`config.mk`:
```
export PLATFORM = sky130hd
export DESIGN_NAME = etq_tx_cfg
export DESIGN_NICKNAME = d
export VERILOG_FILES = /design/src/rtl/etq_pkg.sv /design/src/rtl/etq_fifo.sv /design/src/rtl/etq_tx_cfg.sv
export SDC_FILE = /design/constraint.sdc
export NUM_CORES = 1
export LEC_CHECK = 0
export ABC_AREA = 1
export CAP_MARGIN = 30
export CORE_MARGIN = 5
export CORE_UTILIZATION = 50
export CTS_CLUSTER_SIZE = 14
export DETAILED_ROUTE_END_ITERATION = 6
export DONT_BUFFER_PORTS = 1
export REMOVE_ABC_BUFFERS = 1
export SYNTH_ARGS = -nofsm -noshare
export SYNTH_HDL_FRONTEND = slang
export SYNTH_SLANG_ARGS = --single-unit
```
`constraint.sdc`:
```
create_clock -name I_CLK -period 4.6 [get_ports I_CLK]
set_input_delay 0.92 -clock I_CLK [delete_from_list [all_inputs] [get_ports I_CLK]]
set_output_delay 0.92 -clock I_CLK [all_outputs]
set_load 0.01 [all_outputs]
```
`src/rtl/etq_pkg.sv`:
```
// Shared constants, types and encodings for the transmit configuration block
`default_nettype none
package etq_pkg;
	// Register offsets in the host port space
	localparam logic [15:0] ETQ_OFF_TX_IRQ_CFG = 16'h0106;
	localparam logic [15:0] ETQ_OFF_BUF_IRQ_CFG = 16'h010a;
	localparam logic [15:0] ETQ_OFF_LINE_CTL = 16'h0112;
	localparam logic [15:0] ETQ_OFF_TEST_CTL = 16'h0118;
	localparam logic [15:0] ETQ_OFF_HOST_STAT = 16'h0138;
	localparam logic [15:0] ETQ_OFF_TX_CMD = 16'h0144;
	localparam logic [15:0] ETQ_OFF_TX_LEN = 16'h0146;
	// Reset value of every register
	localparam logic [15:0] ETQ_RST_REG = 16'h0000;
	// Line control fields
	localparam int LC_TX_EN = 7;
	localparam int LC_AUI_FORCE = 8;
	localparam int LC_AUTO_SEL = 9;
	localparam int LC_MOD_BACKOFF = 11;
	localparam int LC_DEFER_OFF = 13;
	// Test control field
	localparam int TC_LT_BYPASS = 7;
	// Buffer interrupt enables
	localparam int BC_SPACE = 8;
	localparam int BC_UNDERFLOW = 9;
	localparam int BC_COL_WRAP = 12;
	// Transmit interrupt enables
	localparam int XC_CRS_LOSS = 6;
	localparam int XC_SQE = 7;
	localparam int XC_DONE = 8;
	localparam int XC_LATE_COL = 9;
	localparam int XC_OVERLONG = 10;
	localparam int XC_COL = 11;
	localparam int XC_EXCESS = 15;
	// Transmit command fields
	localparam int CMD_START_LO = 6;
	localparam int CMD_START_HI = 7;
	localparam int CMD_FORCE = 8;
	localparam int CMD_ONE_COL = 9;
	localparam int CMD_NO_CRC = 12;
	localparam int CMD_NO_PAD = 13;
	// Status fields
	localparam int ST_BID_ERR = 7;
	localparam int ST_SPACE_NOW = 8;
	// Frame sizing and start thresholds in bytes, and the transmit attempt limit
	localparam logic [10:0] ETQ_PAD_DATA = 11'd60;
	localparam logic [10:0] ETQ_CRC_BYTES = 11'd4;
	localparam logic [10:0] ETQ_RUNT_MIN = 11'd3;
	localparam logic [10:0] ETQ_MAX_LEN = 11'd1514;
	localparam logic [10:0] ETQ_THR_A = 11'd5;
	localparam logic [10:0] ETQ_THR_B = 11'd381;
	localparam logic [10:0] ETQ_THR_C = 11'd1021;
	localparam logic [4:0] ETQ_MAX_TRIES = 5'd16;
	// Transmit request progress
	typedef enum logic [1:0] {
		BID_IDLE = 2'b00,
		BID_CMD = 2'b01,
		BID_WAIT = 2'b10,
		BID_RDY = 2'b11
	} etq_bid_t;
	// Events reported by the MAC core, one-cycle pulses
	typedef struct packed {
		logic done;
		logic late_col;
		logic overlong;
		logic collision;
		logic sqe;
		logic crs_loss;
	} etq_ev_t;
endpackage : etq_pkg
`default_nettype wire

```
`src/rtl/etq_fifo.sv`:
```
// Byte FIFO between the host data port and the line output stage
`timescale 1ns/100ps
`default_nettype none
module etq_fifo
#(
	parameter int WIDTH = 8,
	parameter int DEPTH = 16
)
(
	input wire logic i_clk,
	input wire logic i_rst_n,
	input wire logic i_flush,
	input wire logic [WIDTH-1:0] i_data,
	input wire logic i_valid,
	output logic o_ready,
	output logic [WIDTH-1:0] o_data,
	output logic o_valid,
	input wire logic i_ready,
	output logic [$clog2(DEPTH):0] o_count
);
	localparam int AW = $clog2(DEPTH);
	// Pointers wrap naturally only for a power of two
	if (DEPTH < 2 || (1 << AW) != DEPTH)
		$error("etq_fifo: DEPTH must be a power of two, at least 2");
	logic [WIDTH-1:0] mem [DEPTH];
	logic [AW-1:0] wr_ptr_reg;
	logic [AW-1:0] rd_ptr_reg;
	logic [AW:0] count_reg;
	logic push;
	logic pop;
	// Honest flags straight from the occupancy count
	assign o_ready = (count_reg != DEPTH[AW:0]);
	assign o_valid = (count_reg != '0);
	assign o_data = mem[rd_ptr_reg];
	assign o_count = count_reg;
	assign push = i_valid && o_ready;
	assign pop = o_valid && i_ready;
	// Storage has no reset; only the pointers matter
	always_ff @(posedge i_clk)
	begin
		if (push)
			mem[wr_ptr_reg] <= i_data;
	end
	// Pointers and count; flush drops everything held
	always_ff @(posedge i_clk or negedge i_rst_n)
	begin
		if (!i_rst_n)
		begin
			wr_ptr_reg <= '0;
			rd_ptr_reg <= '0;
			count_reg <= '0;
		end
		else if (i_flush)
		begin
			wr_ptr_reg <= '0;
			rd_ptr_reg <= '0;
			count_reg <= '0;
		end
		else
		begin
			wr_ptr_reg <= wr_ptr_reg + AW'(push);
			rd_ptr_reg <= rd_ptr_reg + AW'(pop);
			count_reg <= count_reg + (AW+1)'(push) - (AW+1)'(pop);
		end
	end
endmodule : etq_fifo
`default_nettype wire

```
`src/rtl/etq_tx_cfg.sv`:
```
// Transmit configuration, transmit request and frame gating for the Ethernet MAC
`timescale 1ns/100ps
`default_nettype none
module etq_tx_cfg
	import etq_pkg::*;
#(
	parameter int FIFO_DEPTH = 16,
	parameter int COL_CNT_W = 10
)
(
	input wire logic I_CLK,
	input wire logic I_RST_N,
	input wire logic [15:0] I_ADDR,
	input wire logic [15:0] I_WDATA,
	input wire logic I_WR,
	input wire logic I_RD,
	output logic [15:0] O_RDATA,
	input wire logic [7:0] I_TXD_DATA,
	input wire logic I_TXD_VALID,
	output logic O_TXD_READY,
	output logic [7:0] O_TX_DATA,
	output logic O_TX_VALID,
	output logic O_TX_LAST,
	input wire logic I_LINE_READY,
	input wire logic I_LINK_PULSE,
	input wire etq_ev_t I_EV,
	output logic O_PORT_AUI,
	output logic O_MOD_BACKOFF,
	output logic O_DEFER_TWO_STAGE_OFF,
	output logic O_RETRY_EN,
	output logic O_CRC_APPEND,
	output logic [10:0] O_WIRE_LEN,
	output logic O_IRQ
);
	if (FIFO_DEPTH < 2 || COL_CNT_W < 1)
		$error("etq_tx_cfg: FIFO_DEPTH or COL_CNT_W out of range");
	localparam int CW = $clog2(FIFO_DEPTH);
	// Preamble threshold, never beyond the frame itself
	function automatic logic [10:0] start_thr(input logic [15:0] cmd, input logic [10:0] len);
		logic [10:0] t;
		t = len;
		unique case (cmd[CMD_START_HI:CMD_START_LO])
			2'b00: t = ETQ_THR_A;
			2'b10: t = ETQ_THR_B;
			2'b01: t = ETQ_THR_C;
			2'b11: t = len;
		endcase
		return (t < len) ? t : len;
	endfunction : start_thr
	// Bytes on the wire after padding and CRC
	function automatic logic [10:0] wire_len(input logic [15:0] cmd, input logic [10:0] len);
		logic [10:0] n;
		n = len;
		if (!cmd[CMD_NO_PAD] && len < ETQ_PAD_DATA)
			n = ETQ_PAD_DATA;
		if (!cmd[CMD_NO_CRC])
			n = n + ETQ_CRC_BYTES;
		return n;
	endfunction : wire_len
	logic link_meta_reg; // First synchroniser stage
	logic link_sync_reg; // Link pulses seen, safe to use
	logic [15:0] line_ctl_reg;
	logic [15:0] tx_cfg_reg;
	logic [15:0] buf_cfg_reg;
	logic [15:0] test_ctl_reg;
	logic [15:0] cmd_reg; // Command for the next bid
	logic [10:0] len_reg; // Length of the pending bid
	etq_bid_t bid_reg;
	logic bid_err_reg;
	logic space_now_reg;
	logic [15:0] frame_cmd_reg; // Command of the committed frame
	logic [10:0] frame_len_reg;
	logic frame_active_reg;
	logic started_reg; // Preamble released
	logic [10:0] in_cnt_reg;
	logic [10:0] out_cnt_reg;
	logic [4:0] tries_reg;
	logic [COL_CNT_W-1:0] col_cnt_reg;
	logic [15:0] rdata_reg;
	logic ready_reg;
	logic [7:0] tx_data_reg;
	logic tx_valid_reg;
	logic tx_last_reg;
	logic port_aui_reg;
	logic mod_backoff_reg;
	logic defer_off_reg;
	logic retry_en_reg;
	logic crc_append_reg;
	logic [10:0] wire_len_reg;
	logic irq_reg;
	logic wr_cmd, wr_len, rd_stat, force_wr, commit, len_bad, permit;
	logic push, pop, slot_free, underflow, frame_end, excess, col_wrap, kill;
	logic space_ev;
	logic [7:0] fifo_data;
	logic fifo_valid;
	logic [CW:0] fifo_count;
	// Host port decode
	assign wr_cmd = I_WR && (I_ADDR == ETQ_OFF_TX_CMD);
	assign wr_len = I_WR && (I_ADDR == ETQ_OFF_TX_LEN);
	assign rd_stat = I_RD && (I_ADDR == ETQ_OFF_HOST_STAT);
	assign force_wr = wr_cmd && I_WDATA[CMD_FORCE];
	assign commit = (bid_reg == BID_RDY) && rd_stat;
	// Zero only legal with force; tiny runts never sent
	assign len_bad = (I_WDATA > 16'(ETQ_MAX_LEN)) || (I_WDATA == 16'h0000) ||
		(cmd_reg[CMD_NO_CRC] && cmd_reg[CMD_NO_PAD] && I_WDATA < 16'(ETQ_RUNT_MIN));
	// Transmit allowed only enabled and on a usable port
	assign permit = line_ctl_reg[LC_TX_EN] && (port_aui_reg || link_sync_reg ||
		test_ctl_reg[TC_LT_BYPASS]);
	assign push = I_TXD_VALID && ready_reg;
	assign slot_free = !tx_valid_reg || I_LINE_READY;
	assign pop = fifo_valid && started_reg && permit && slot_free;
	// Line wants a byte that the host has not supplied
	assign underflow = started_reg && permit && slot_free && !fifo_valid &&
		(out_cnt_reg < frame_len_reg);
	assign frame_end = tx_valid_reg && tx_last_reg && I_LINE_READY;
	assign excess = frame_active_reg && I_EV.collision && (tries_reg == ETQ_MAX_TRIES);
	assign col_wrap = I_EV.collision && (&col_cnt_reg);
	// One-collision frames and exhausted retries are dropped
	assign kill = force_wr || underflow || excess ||
		(frame_active_reg && I_EV.collision && frame_cmd_reg[CMD_ONE_COL]);
	assign space_ev = (bid_reg == BID_WAIT) && !frame_active_reg;
	etq_fifo #(
		.WIDTH(8),
		.DEPTH(FIFO_DEPTH)
	) u_fifo (
		.i_clk(I_CLK),
		.i_rst_n(I_RST_N),
		.i_flush(kill),
		.i_data(I_TXD_DATA),
		.i_valid(push),
		.o_ready(),
		.o_data(fifo_data),
		.o_valid(fifo_valid),
		.i_ready(pop),
		.o_count(fifo_count)
	);
	// Link pulse pin synchroniser
	always_ff @(posedge I_CLK or negedge I_RST_N)
	begin
		if (!I_RST_N)
		begin
			link_meta_reg <= 1'b0;
			link_sync_reg <= 1'b0;
		end
		else
		begin
			link_meta_reg <= I_LINK_PULSE;
			link_sync_reg <= link_meta_reg;
		end
	end
	// Configuration registers; enables used live by the event gate
	always_ff @(posedge I_CLK or negedge I_RST_N)
	begin
		if (!I_RST_N)
		begin
			line_ctl_reg <= ETQ_RST_REG;
			tx_cfg_reg <= ETQ_RST_REG;
			buf_cfg_reg <= ETQ_RST_REG;
			test_ctl_reg <= ETQ_RST_REG;
			cmd_reg <= ETQ_RST_REG;
		end
		else if (I_WR)
		begin
			// Port bits are not guarded; the host drops enable first
			unique case (I_ADDR)
				ETQ_OFF_LINE_CTL: line_ctl_reg <= I_WDATA;
				ETQ_OFF_TX_IRQ_CFG: tx_cfg_reg <= I_WDATA;
				ETQ_OFF_BUF_IRQ_CFG: buf_cfg_reg <= I_WDATA;
				ETQ_OFF_TEST_CTL: test_ctl_reg <= I_WDATA;
				ETQ_OFF_TX_CMD: cmd_reg <= I_WDATA;
				default: ;
			endcase
		end
	end
	// Transmit request sequence: command, length, status read
	always_ff @(posedge I_CLK or negedge I_RST_N)
	begin
		if (!I_RST_N)
		begin
			bid_reg <= BID_IDLE;
			len_reg <= '0;
		end
		else if (wr_cmd)
			bid_reg <= BID_CMD;
		else if (wr_len)
		begin
			len_reg <= I_WDATA[10:0];
			// Length without a fresh command, or a bad one, is dropped
			if (bid_reg != BID_CMD || len_bad)
				bid_reg <= BID_IDLE;
			else if (!frame_active_reg)
				bid_reg <= BID_RDY;
			else
				bid_reg <= BID_WAIT;
		end
		else if (space_ev)
			bid_reg <= BID_RDY;
		else if (commit)
			bid_reg <= BID_IDLE;
	end
	// Status flags; a new error beats the clear-on-read
	always_ff @(posedge I_CLK or negedge I_RST_N)
	begin
		if (!I_RST_N)
		begin
			bid_err_reg <= 1'b0;
			space_now_reg <= 1'b0;
		end
		else
		begin
			if (wr_len && (bid_reg != BID_CMD || (len_bad && !cmd_reg[CMD_FORCE])))
				bid_err_reg <= 1'b1;
			else if (rd_stat)
				bid_err_reg <= 1'b0;
			if (wr_cmd || commit)
				space_now_reg <= 1'b0;
			else if ((wr_len && bid_reg == BID_CMD && !len_bad && !frame_active_reg) || space_ev)
				space_now_reg <= 1'b1;
		end
	end
	// Committed frame: counts, preamble release, retry bookkeeping
	always_ff @(posedge I_CLK or negedge I_RST_N)
	begin
		if (!I_RST_N)
		begin
			frame_active_reg <= 1'b0;
			started_reg <= 1'b0;
			frame_cmd_reg <= ETQ_RST_REG;
			frame_len_reg <= '0;
			in_cnt_reg <= '0;
			out_cnt_reg <= '0;
			tries_reg <= '0;
		end
		else if (kill || frame_end)
		begin
			frame_active_reg <= 1'b0;
			started_reg <= 1'b0;
		end
		else if (commit)
		begin
			frame_active_reg <= 1'b1;
			started_reg <= 1'b0;
			frame_cmd_reg <= cmd_reg;
			frame_len_reg <= len_reg;
			in_cnt_reg <= '0;
			out_cnt_reg <= '0;
			tries_reg <= 5'd1;
		end
		else if (frame_active_reg)
		begin
			in_cnt_reg <= in_cnt_reg + 11'(push);
			out_cnt_reg <= out_cnt_reg + 11'(pop);
			// Preamble waits for threshold and a permitted line
			if (permit && in_cnt_reg >= start_thr(frame_cmd_reg, frame_len_reg))
				started_reg <= 1'b1;
			if (I_EV.collision)
				tries_reg <= tries_reg + 5'd1;
		end
	end
	// Free-running collision counter for statistics
	always_ff @(posedge I_CLK or negedge I_RST_N)
	begin
		if (!I_RST_N)
			col_cnt_reg <= '0;
		else if (I_EV.collision)
			col_cnt_reg <= col_cnt_reg + COL_CNT_W'(1);
	end
	// Host data ready, registered, so it looks one push ahead
	always_ff @(posedge I_CLK or negedge I_RST_N)
	begin
		if (!I_RST_N)
			ready_reg <= 1'b0;
		else
			ready_reg <= frame_active_reg && !kill && !frame_end &&
				(in_cnt_reg + 11'(push) < frame_len_reg) &&
				(fifo_count + (CW+1)'(push) - (CW+1)'(pop) < FIFO_DEPTH[CW:0]);
	end
	// Line output stage; a one-entry holding register
	always_ff @(posedge I_CLK or negedge I_RST_N)
	begin
		if (!I_RST_N)
		begin
			tx_data_reg <= 8'h00;
			tx_valid_reg <= 1'b0;
			tx_last_reg <= 1'b0;
		end
		else if (kill)
		begin
			tx_valid_reg <= 1'b0;
			tx_last_reg <= 1'b0;
		end
		else if (pop)
		begin
			tx_data_reg <= fifo_data;
			tx_valid_reg <= 1'b1;
			tx_last_reg <= (out_cnt_reg + 11'd1 == frame_len_reg);
		end
		else if (I_LINE_READY)
		begin
			tx_valid_reg <= 1'b0;
			tx_last_reg <= 1'b0;
		end
	end
	// Line options to the MAC core
	always_ff @(posedge I_CLK or negedge I_RST_N)
	begin
		if (!I_RST_N)
		begin
			port_aui_reg <= 1'b0;
			mod_backoff_reg <= 1'b0;
			defer_off_reg <= 1'b0;
			retry_en_reg <= 1'b1;
			crc_append_reg <= 1'b1;
			wire_len_reg <= '0;
		end
		else
		begin
			// Force wins over auto; auto falls back when no link pulses
			port_aui_reg <= line_ctl_reg[LC_AUI_FORCE] ||
				(line_ctl_reg[LC_AUTO_SEL] && !link_sync_reg);
			mod_backoff_reg <= line_ctl_reg[LC_MOD_BACKOFF];
			defer_off_reg <= line_ctl_reg[LC_DEFER_OFF];
			retry_en_reg <= !frame_cmd_reg[CMD_ONE_COL];
			crc_append_reg <= !frame_cmd_reg[CMD_NO_CRC];
			wire_len_reg <= wire_len(frame_cmd_reg, frame_len_reg);
		end
	end
	// Interrupt request pulse; enables applied in the same cycle
	always_ff @(posedge I_CLK or negedge I_RST_N)
	begin
		if (!I_RST_N)
			irq_reg <= 1'b0;
		else
			irq_reg <= (space_ev && buf_cfg_reg[BC_SPACE]) ||
				(underflow && buf_cfg_reg[BC_UNDERFLOW]) ||
				(col_wrap && buf_cfg_reg[BC_COL_WRAP]) ||
				(I_EV.crs_loss && port_aui_reg && tx_cfg_reg[XC_CRS_LOSS]) ||
				(I_EV.sqe && tx_cfg_reg[XC_SQE]) ||
				(I_EV.done && tx_cfg_reg[XC_DONE]) ||
				(I_EV.late_col && tx_cfg_reg[XC_LATE_COL]) ||
				(I_EV.overlong && tx_cfg_reg[XC_OVERLONG]) ||
				(I_EV.collision && tx_cfg_reg[XC_COL]) ||
				(excess && tx_cfg_reg[XC_EXCESS]);
	end
	// Read data, one cycle after the read strobe
	always_ff @(posedge I_CLK or negedge I_RST_N)
	begin
		if (!I_RST_N)
			rdata_reg <= 16'h0000;
		else if (I_RD)
		begin
			unique case (I_ADDR)
				ETQ_OFF_LINE_CTL: rdata_reg <= line_ctl_reg;
				ETQ_OFF_TX_IRQ_CFG: rdata_reg <= tx_cfg_reg;
				ETQ_OFF_BUF_IRQ_CFG: rdata_reg <= buf_cfg_reg;
				ETQ_OFF_TEST_CTL: rdata_reg <= test_ctl_reg;
				ETQ_OFF_TX_CMD: rdata_reg <= cmd_reg;
				ETQ_OFF_HOST_STAT: rdata_reg <= {7'h00, space_now_reg, bid_err_reg, 7'h00};
				default: rdata_reg <= 16'h0000;
			endcase
		end
	end
	assign O_RDATA = rdata_reg;
	assign O_TXD_READY = ready_reg;
	assign O_TX_DATA = tx_data_reg;
	assign O_TX_VALID = tx_valid_reg;
	assign O_TX_LAST = tx_last_reg;
	assign O_PORT_AUI = port_aui_reg;
	assign O_MOD_BACKOFF = mod_backoff_reg;
	assign O_DEFER_TWO_STAGE_OFF = defer_off_reg;
	assign O_RETRY_EN = retry_en_reg;
	assign O_CRC_APPEND = crc_append_reg;
	assign O_WIRE_LEN = wire_len_reg;
	assign O_IRQ = irq_reg;
endmodule : etq_tx_cfg
`default_nettype wire

```
Word-level counts from Yosys, hierarchy flattened. Memories as Yosys holds them, arrays and structs flattened. A register that Yosys moved wholly into a read port is not among the register bits. Cells that the tools add are included.

Latch bits: 0. Register bits: 210. ROM bits: 0. Memory bits (writable): 128. Memories: 1. Word-level logic and storage cells: 222.

Memory list: u_fifo.mem (words 16, width 8, rd ports 1, clocked after memory_dff 1, wr ports 1, line etq_fifo.sv:25) `logic [WIDTH-1:0] mem [DEPTH];`.

$mul: 0. Add/sub/neg operators: 12. Bitwise operators: 3. Equality and inequality tests: 17. Shifts and indexed selects: 0. Reductions and logical operators: 107. Div/mod/pow operators: 0. Magnitude comparators: 8. Muxes and demuxes: 41.

Operators with widths (count): 16-bit by 9-bit equality test with 1-bit output (second input constant) (7); 11-bit two-way mux (10); 16-bit case mux with 6 select lines (1); 1-bit logical AND (48); 11-bit case mux with 4 select lines (1); 11-bit less-than comparator (3); 1-bit logical OR (23); 11-bit by 1-bit adder with 11-bit output (2); 5-bit two-way mux (4); 2-bit AND reduction (10); 1-bit two-way mux (18); 16-bit by 11-bit > comparator with 1-bit output (second input constant) (1); 16-bit zero test (1); 16-bit by 2-bit less-than comparator with 1-bit output (second input constant) (1); 1-bit zero test (12); 11-bit by 1-bit adder with 11-bit output (second input constant) (1); 11-bit by 3-bit adder with 11-bit output (second input constant) (1); 11-bit equality test (1); 11-bit greater-or-equal comparator (1); 11-bit by 6-bit less-than comparator with 1-bit output (second input constant) (1); 10-bit by 1-bit adder with 10-bit output (second input constant) (1); 5-bit by 1-bit adder with 5-bit output (2); 2-bit two-way mux (5); 10-bit AND reduction (1); 17 further kinds (32).

Longest topological paths before layout. Gate-level depths: netlist of run 1.

Depth after elaboration: 20. Mapped depth: 19. Gate-level depth less buffers: 19.

Hierarchy. From an unflattened synthesis of run 1, not the netlist that was laid out.

Cells, all modules: 2024. Area, all modules: 17186.5 µm².

By module, submodules not included: etq_tx_cfg (instances 1, seq. area each 4907.2 µm², cells an instance 1396, area an instance 10856.7 µm²); etq_fifo (instances 1, seq. area each 4169.0 µm², cells an instance 628, area an instance 6329.8 µm²).

Worst setup path before layout of run 1. OpenSTA, ideal clock, no wires.

Path kind: input port to flip-flop. Start point: input I_TXD_VALID. End point: register ready_reg, in the netlist O_TXD_READY. Setup time: 120 ps. Path slack: 1643 ps. Required time: 4480 ps. Data arrival time: 2837 ps. Stages on the path: 18. Cell sequence: nand2_1 > inv_1 > ha_1 > ha_1 > inv_1 > nor2_1 > nand2_1 > nor2_1 > xor2_1 > inv_1 > ha_1 > nand2_1 > nor2_1 > nand4_1 > a21oi_1 > nor2_1 > nand4_1 > nor2_1.

Cells in the longest elaborated chain, start to end: 5. Elaborated cells on any way between the ends: 8. Those cells by class: 3 x add/sub; 2 x order compare; 3 x reduce/logical.

Ends and longest elaborated chain: start: declaration (line etq_tx_cfg.sv:19) `input wire logic I_TXD_VALID,`; 1-bit logical AND (*) (line etq_tx_cfg.sv:109) `assign push = I_TXD_VALID && ready_reg;`; 5-bit by 1-bit adder with 5-bit output / 11-bit by 1-bit adder with 11-bit output (equally long branches) (line etq_tx_cfg.sv:276, etq_tx_cfg.sv:275); 5-bit by 1-bit subtractor with 5-bit output / 11-bit less-than comparator (equally long branches) (line etq_tx_cfg.sv:276, etq_tx_cfg.sv:275); 5-bit less-than comparator / 1-bit logical AND (equally long branches) (line etq_tx_cfg.sv:276, etq_tx_cfg.sv:274); 1-bit logical AND (*) (line etq_tx_cfg.sv:275) `(in_cnt_reg + 11'(push) < frame_len_reg) &&`; end signal: assignment (line etq_tx_cfg.sv:274) `ready_reg <= frame_active_reg && !kill && !frame_end &&`; end: declaration (line etq_tx_cfg.sv:80) `logic ready_reg;`.

Mark *: on every way between the ends. The rest lies on a longest branch, timed or not. A chain may end at the register's enable or synchronous reset.

Worst setup path in the final report of run 1.
Start point: register frame_len_reg[6]. End point: register started_reg.

Cells in the longest elaborated chain, start to end: 10. Elaborated cells on any way between the ends: 18. Those cells by class: 3 x order compare; 6 x mux; 9 x reduce/logical.

Ends and longest elaborated chain: start: declaration (line etq_tx_cfg.sv:72) `logic [10:0] frame_len_reg;`; start signal: assignment (line etq_tx_cfg.sv:244) `frame_len_reg <= len_reg;`; 11-bit case mux with 4 select lines (line etq_tx_cfg.sv:42) `unique case (cmd[CMD_START_HI:CMD_START_LO])`; 11-bit two-way mux (line etq_tx_cfg.sv:249) `else if (frame_active_reg)`; 11-bit two-way mux (line etq_tx_cfg.sv:239) `else if (commit)`; 11-bit two-way mux (line etq_tx_cfg.sv:234) `else if (kill || frame_end)`; 11-bit less-than comparator (line etq_tx_cfg.sv:48) `return (t < len) ? t : len;`; 11-bit two-way mux (line etq_tx_cfg.sv:48); 11-bit greater-or-equal comparator (line etq_tx_cfg.sv:254) `if (permit && in_cnt_reg >= start_thr(frame_cmd_reg, frame_len_reg))`; 1-bit logical AND (line etq_tx_cfg.sv:254); 3-bit nonzero test (no line); 2-bit AND reduction (no line); end signal: assignment (line etq_tx_cfg.sv:237) `started_reg <= 1'b0;`; end signal: assignment (line etq_tx_cfg.sv:242) `started_reg <= 1'b0;`; end signal: assignment (line etq_tx_cfg.sv:255) `started_reg <= 1'b1;`; end: declaration (line etq_tx_cfg.sv:74) `logic started_reg;`.

Several ways; a longest one is shown, not always the timed one. The select of a mux whose other input is x is not followed.

==> run metrics, run 1 <==
status finished, final reports clean; Cell variety after synth 46; Synth warnings 0; total track usage 0.223; Max-Cap Viols 0; most area-consuming cells after synthesis dfrtp_1 31%, edfxtp_1 23%, nand2_1 10%; fraction of registers with async set/reset 0.620; Total Power 7.46 mW; I/O Buffers 0; # setup viols final 0; DRC 0; post-synth top area share 0.311; Clock Sinks 337; NumNets Final about 2,000; Clock Power Share 0.406; leakage 8.06 nW; Synth area leader dfrtp_1; routability cong. around 0.87; Clock Latency Late Sink approximately 0.53 ns; FP Rows 66; Initial Utilization 0.509; die width 192 um; switching part of the total power 0.265; CTS Buf Count 38; Startpoint Class flip-flop; post-place instance area 0.0169 sq mm; crit path time final 3.34 ns; CP arrival about 3.8 ns; initial drt markers between 700 and 800; f_max 299 MHz; Hold Path Class input port to asynchronous set/reset pin; Mean Syn Cell Area 8.88 sq um; crit-path max FO 15; post-route setup TNS 0 ns; P per Cell Area 411 mW/mm^2; Hold Violations, Final 0; clk_skew about 0.021 ns; Synth Cell Area 0.0166 sq mm; data required time of the worst path 5.05 ns; Seq pwr share 0.462; share of layout cells above drive strength 1 0.0566; fin. max-slew vios 0; grt total ovfl 0; I/O pins slightly below 100; Detailed Route WL about 40,000 um; first-pass GRT wire length 65,900 um; Routed WL per cell 17.5 um; Final Instance Area 0.0181 sq mm; setup bufs post-CTS 0; mean number of vias per cell 5.38; Pre-Repair DR Iteration Count 7; Switch Pwr 1.98 mW; area delta synth->final 9.09%; CTS H-tree depth 2; RSZ-0062 raised after global routing false; CP endpoint kind flip-flop; crit path setup slack, layout about 1.3 ns; die height ~190 um; DP Worst Slack 1.18 ns; Post-synth EDFFs 128; Top FF cell, synth dfrtp_1; pin count of the biggest net entering global routing 210; die area 0.0370 sq mm; antenna viol nets, final 0; Inst Count DP 2,246; maximum clock insertion buffer count 3; TritonCTS clock tree done; initial antenna violation count 0; Detailed Place HPWL 27,400 um; Root Driver clkbuf_16; Seq/Total Area, Yosys 0.546; critical setup path kind flip-flop to flip-flop; crit share post-route 0.727; clock slew at reported path FFs 0.06 ns; Cell Count, Final, Fillers Out 2,316; Syn Inst Count 1,874; # diodes 0; R2R setup slack 1.26 ns; total vias in the final route between 10,000 and 15,000; largest reg by FF count u_fifo.mem; max FFs per register 128; #FFs+latches synth 337; Gate power share 0.131; Post-CTS Hold Buffers 0; Core Region 0.0327 sq mm; Max IR drop VDD 0.277 mV; Max transition margin 0.337; vias in the first global route 12,200; CTS resizes 0; internal power component roughly 5.5 mW; worst slew pin tran between 0.9 and 1 ns
[cell families after synthesis]
| logic type | share of synthesized area |
|---|---|
| AND/OR/NAND/NOR | 0.223 |
| flip-flops | 0.546 |
| AO/OA/AOI/OAI | 0.0972 |
| buffers and inverters | 0.0611 |
| adder cells (fa/ha/maj) | 0.0471 |
| XOR/XNOR | 0.0253 |
| multiplexers | 0.000677 |
[critical path: stages (launching register included)]
cell and delay, ns:
dfrtp_1 0.47, inv_1 0.24, o21ai_0 0.28, ha_1 0.29, a21oi_1 0.14, o21ai_0 0.10, nand2_1 0.06, nand3_1 0.32
nor2_1 0.28, nor2_1 0.07, ha_1 0.32, nand2_1 0.05, o21ai_0 0.19, nand3_1 0.10, nand4_1 0.13, nand3b_1 0.08
a21oi_1 0.15
[metrics by stage]
stage                     hold WS [ns]   util
final                            0.110  0.555
after global routing            0.0861  0.555
after CTS                       0.0869  0.555
after detailed placement         0.337  0.516
after global placement           0.333  0.515
after floorplan                  0.331      -
[layout make-up]
| cell class | instances | area (sq um) |
|---|---|---|
| multi-input cells | 1295 | 6550 |
| flip-flops and latches | 337 | 9080 |
| repair buffers | 11 | 103 |
| fillers | 3011 | 14600 |
| clock inverters | 17 | 195 |
| well taps | 442 | 553 |
| inverters | 161 | 604 |
| clock buffers | 53 | 1070 |
[per-layer routing]
layer | track usage | vias to the layer above | wire length [um]
met5 | 0 | - | 0
met4 | 0.0546 | 0 | 875
met3 | 0.0367 | 59 | 2060
met2 | 0.384 | 264 | 19800
met1 | 0.296 | 5984 | 17900
li1 | - | 6157 | -
[power by group through the flow]
stage               Clock, mW  Combinational (mW)  Sequential (mW)
finish                   3.03               0.980             3.45
global route             3.23                1.15             3.47
CTS                      3.09               0.989             3.45
global placement            0               0.948             3.51
detailed placement          0               0.988             3.50
floorplan                   0               0.780             3.45
[cells in the mapped netlist (2+ instances only)]
master and count:
nand2_1 465, nor2_1 219, o21ai_0 219, dfrtp_1 207, inv_1 151, edfxtp_1 128
nand3_1 78, nand4_1 68, ha_1 61, a21oi_1 38, buf_2 34, o21ai_1 31
clkbuf_1 29, xor2_1 28, xnor2_1 20, o211ai_1 10, inv_2 8, nand3b_1 8
nor3_1 8, buf_4 7, nor2_2 6, buf_6 5, nand2_2 5, o22ai_1 5
buf_1 4, nand3_2 4, and2_0 2, and3_1 2, clkbuf_2 2, clkinv_1 2
dfstp_2 2, nor2_4 2, o21a_1 2, o21bai_1 2
[placed cells by master, fill, tap and decap left out, types with 6 or more instances in the layout]
master     count
nand2_1      465
nor2_1       219
o21ai_0      219
dfrtp_1      207
inv_1        151
edfxtp_1     128
nand3_1       77
nand4_1       68
ha_1          61
clkbuf_16     39
a21oi_1       38
o21ai_1       31
xor2_1        28
xnor2_1       20
o211ai_1      10
clkbuf_1      10
inv_2          8
nand3b_1       8
nor3_1         8
clkinv_2       8
buf_4          8
nor2_2         6
[worst paths after layout]
check                                 start            end  cells after the start
hold / removal                      I_RST_N   O_TX_DATA[2]                      0
hold reg to reg               link_meta_reg  link_sync_reg                      0
max in group asynchronous           I_RST_N   O_CRC_APPEND                      0
setup / recovery           frame_len_reg[6]    started_reg                     16
setup reg to reg           frame_len_reg[6]    started_reg                     16
min in group I_CLK            link_meta_reg  link_sync_reg                      0
Note: power is estimated with default switching activity, not from simulation.
==> inputs of run 2 (changes only) <==
--- a/config.mk
+++ b/config.mk
@@ -12,6 +12,7 @@
 export CTS_CLUSTER_SIZE = 14
 export DETAILED_ROUTE_END_ITERATION = 6
 export DONT_BUFFER_PORTS = 1
+export PLACE_DENSITY = 0.68
 export REMOVE_ABC_BUFFERS = 1
 export SYNTH_ARGS = -nofsm -noshare
 export SYNTH_HDL_FRONTEND = slang
==> constraint.sdc (replaced) <==
create_clock -name I_CLK -period 2.98 [get_ports I_CLK]
set_input_delay 0.596 -clock I_CLK [delete_from_list [all_inputs] [get_ports I_CLK]]
set_output_delay 0.596 -clock I_CLK [all_outputs]
set_load 0.01 [all_outputs]
==> run 2 against run 1 <==
Against the previous run: the flow now finishes with violations (negative hold slack); clock power is 57% higher; cell count rose by 1.9%; worst setup slack worse by 1.1 ns; cell area up 2.7%; first-iteration DRC count is 29% higher; non-clock buffer count increased by 45; utilization up 1.5 points; via count increased by 3.0%; largest cell class unchanged; largest power group unchanged; highest routed layer unchanged.
==> run metrics, run 2 (synthesis gave the netlist of run 1 again) <==
status finished, violations left (was finished, final reports clean); failing checks negative hold slack; Hold Violations, Final 209 (was 0); pin count of the biggest net entering global routing 210 (unchanged); total track usage 0.224 (was 0.223); Root Driver clkbuf_16 (unchanged); DRC 0 (unchanged); crit-path max FO 7 (was 15); Clock Sinks 337 (unchanged); # diodes 0 (unchanged); routability cong. 0.900 (was 0.871); CP delay by family, top compound AO/OA/AOI/OAI gates (was simple AND/OR/NAND/NOR gates); Pre-Repair DR Iteration Count 7 (unchanged); r2r startpoint frame_cmd_reg[6] (was frame_len_reg[6]); Clock Latency Late Sink 0.53 ns (about the same); f_max 359 MHz (was 299 MHz); antenna viol nets, final 0 (unchanged); die area 0.0370 sq mm (unchanged); crit share post-route 0.934 (was 0.727); # setup viols final 0 (unchanged); Detailed Place HPWL 28,400 um (was 27,400 um); Max-Cap Viols 0 (unchanged); I/O pins 97 (unchanged); Core Region 0.0327 sq mm (unchanged); CP cell instances inv_2 > nand2_2 > nand2_4 > o21ai_2 > ha_1 > a21oi_2 > o21ai_1 > nand2_1 > nand3_2 > buf_4 > o21ai_0 > ha_1 > a21oi_1 > o21a_1 > nand4_1 > nand3b_1 > a21oi_2 (was inv_1 > o21ai_0 > ha_1 > a21oi_1 > o21ai_0 > nand2_1 > nand3_1 > nor2_1 > nor2_1 > ha_1 > nand2_1 > o21ai_0 > nand3_1 > nand4_1 > nand3b_1 > a21oi_1); TritonCTS clock tree done (unchanged); total vias in the final route 12,800 (was 12,500); CP arrival 3.19 ns (was 3.79 ns); CTS H-tree depth 2 (unchanged); clock slew at reported path FFs 0.06 ns (about the same); crit path time final 2.78 ns (was 3.34 ns); mean number of vias per cell 5.44 (was 5.38); R2R setup slack 0.20 ns (was 1.26 ns); DP Worst Slack -0.0387 ns (was 1.18 ns); leakage 8.33 nW (was 8.06 nW); grt total ovfl 0 (unchanged); WHS -0.213 ns (was 0.110 ns); share of layout cells above drive strength 1 0.0902 (was 0.0566); CTS Buf Count 38 (unchanged); critical setup path kind flip-flop to flip-flop (unchanged); largest reg by FF count u_fifo.mem (unchanged); Hold Path Class input port to asynchronous set/reset pin (unchanged); initial drt markers 996 (was 771); die height 192 um (unchanged); FP Rows 66 (unchanged); Detailed Route WL 41,700 um (was 40,600 um); Reg2Reg Depth 17 (was 16); Worst Path Buf+Inv 2 (was 1); vias in the first global route 12,000 (was 12,200); post-route setup TNS 0 ns (unchanged); CP max stage delay 0.41 ns (was 0.47 ns); slowest CP cell dfrtp_1 (unchanged); I/O Buffers 0 (unchanged); P per Cell Area 627 mW/mm^2 (was 411 mW/mm^2); maximum clock insertion buffer count 3 (unchanged); clk_skew 0.0166 ns (was 0.0213 ns); Startpoint Class flip-flop (unchanged); max FFs per register 128 (unchanged); data required time of the worst path 3.38 ns (was 5.05 ns); die width 192 um (unchanged); Routed WL per cell 17.7 um (was 17.5 um); Max IR drop VDD 0.461 mV (was 0.277 mV); Initial Utilization 0.509 (unchanged); commonest non-fill, non-tap cell in the layout nand2_1 (unchanged); Max transition margin 0.484 (was 0.337); commonest non-fill, non-tap cells in the layout 461 x nand2_1, 214 x nor2_1, 207 x o21ai_0 (was 465 x nand2_1, 219 x nor2_1, 219 x o21ai_0); crit path setup slack, layout 0.196 ns (was 1.26 ns); Worst R2R End started_reg (unchanged); fin. max-slew vios 0 (unchanged); first-pass GRT wire length 65,800 um (was 65,900 um); area delta synth->final 12.0% (was 9.09%); initial antenna violation count 1 (was 0); Fill cells 2,906 (was 3,011); worst slew pin tran 0.772 ns (was 0.993 ns); NumNets Final 2,004 (was 1,959); CP endpoint kind flip-flop (unchanged)
-- run 2: cell count changes in the layout (fill, tap and decap cells not counted), sizes merged --
cell    change
inv         +3
clkinv      -5
buf        +45
clkbuf      +2
-- run 2: worst max-delay path by stage --
stage / start / endpoint / cells after the start
floorplan: frame_len_reg[6] / started_reg / 16
global placement: frame_cmd_reg[6] / started_reg / 19
detailed placement: frame_cmd_reg[6] / started_reg / 19
CTS: frame_cmd_reg[6] / started_reg / 19
global route: frame_cmd_reg[6] / started_reg / 20
finish: frame_cmd_reg[6] / started_reg / 17
-- run 2: cell type report --
class                           count  area, sq um  share of cell area
Sequential cell                   337         9080               0.487
Multi-Input combinational cell   1295         6630               0.356
Clock buffer                       55         1110              0.0594
Inverter                          161          604              0.0324
Tap cell                          442          553              0.0297
Timing Repair Buffer               56          487              0.0261
Clock inverter                     15          181             0.00974
-- run 2: report_power, final --
part | switching [mW] | internal, mW
combinational | 0.926 | 0.643
clock | 1.90 | 2.87
sequential | 0.269 | 5.08
total | 3.09 | 8.59
-- run 2: metal layers --
layer  GRT usage  wire length [um]
met4      0.0705              1160
met3      0.0402              2940
met1       0.314             18200
met2       0.356             19400
met5           0                 0
-- run 2: what timing repair did --
action / in CTS / in global routing
buffers inserted: 0 / 2
endpoints found under the setup margin: 1 / 2
pin swaps: 0 / 10
endpoints found under the hold margin: 209 / 209
gates cloned: 0 / 1
gates resized for setup: 3 / 36
-- run 2: stage by stage --
stage,power [mW],util,area (sq um),cells
2_1_floorplan,6.54,-,16200,1793
4_1_cts,11.7,0.567,18500,2358
5_1_grt,12.2,0.570,18600,2361
3_5_place_dp,6.96,0.527,17200,2288
6_report,11.7,0.570,18600,2361
3_3_place_gp,6.92,0.527,17200,2288
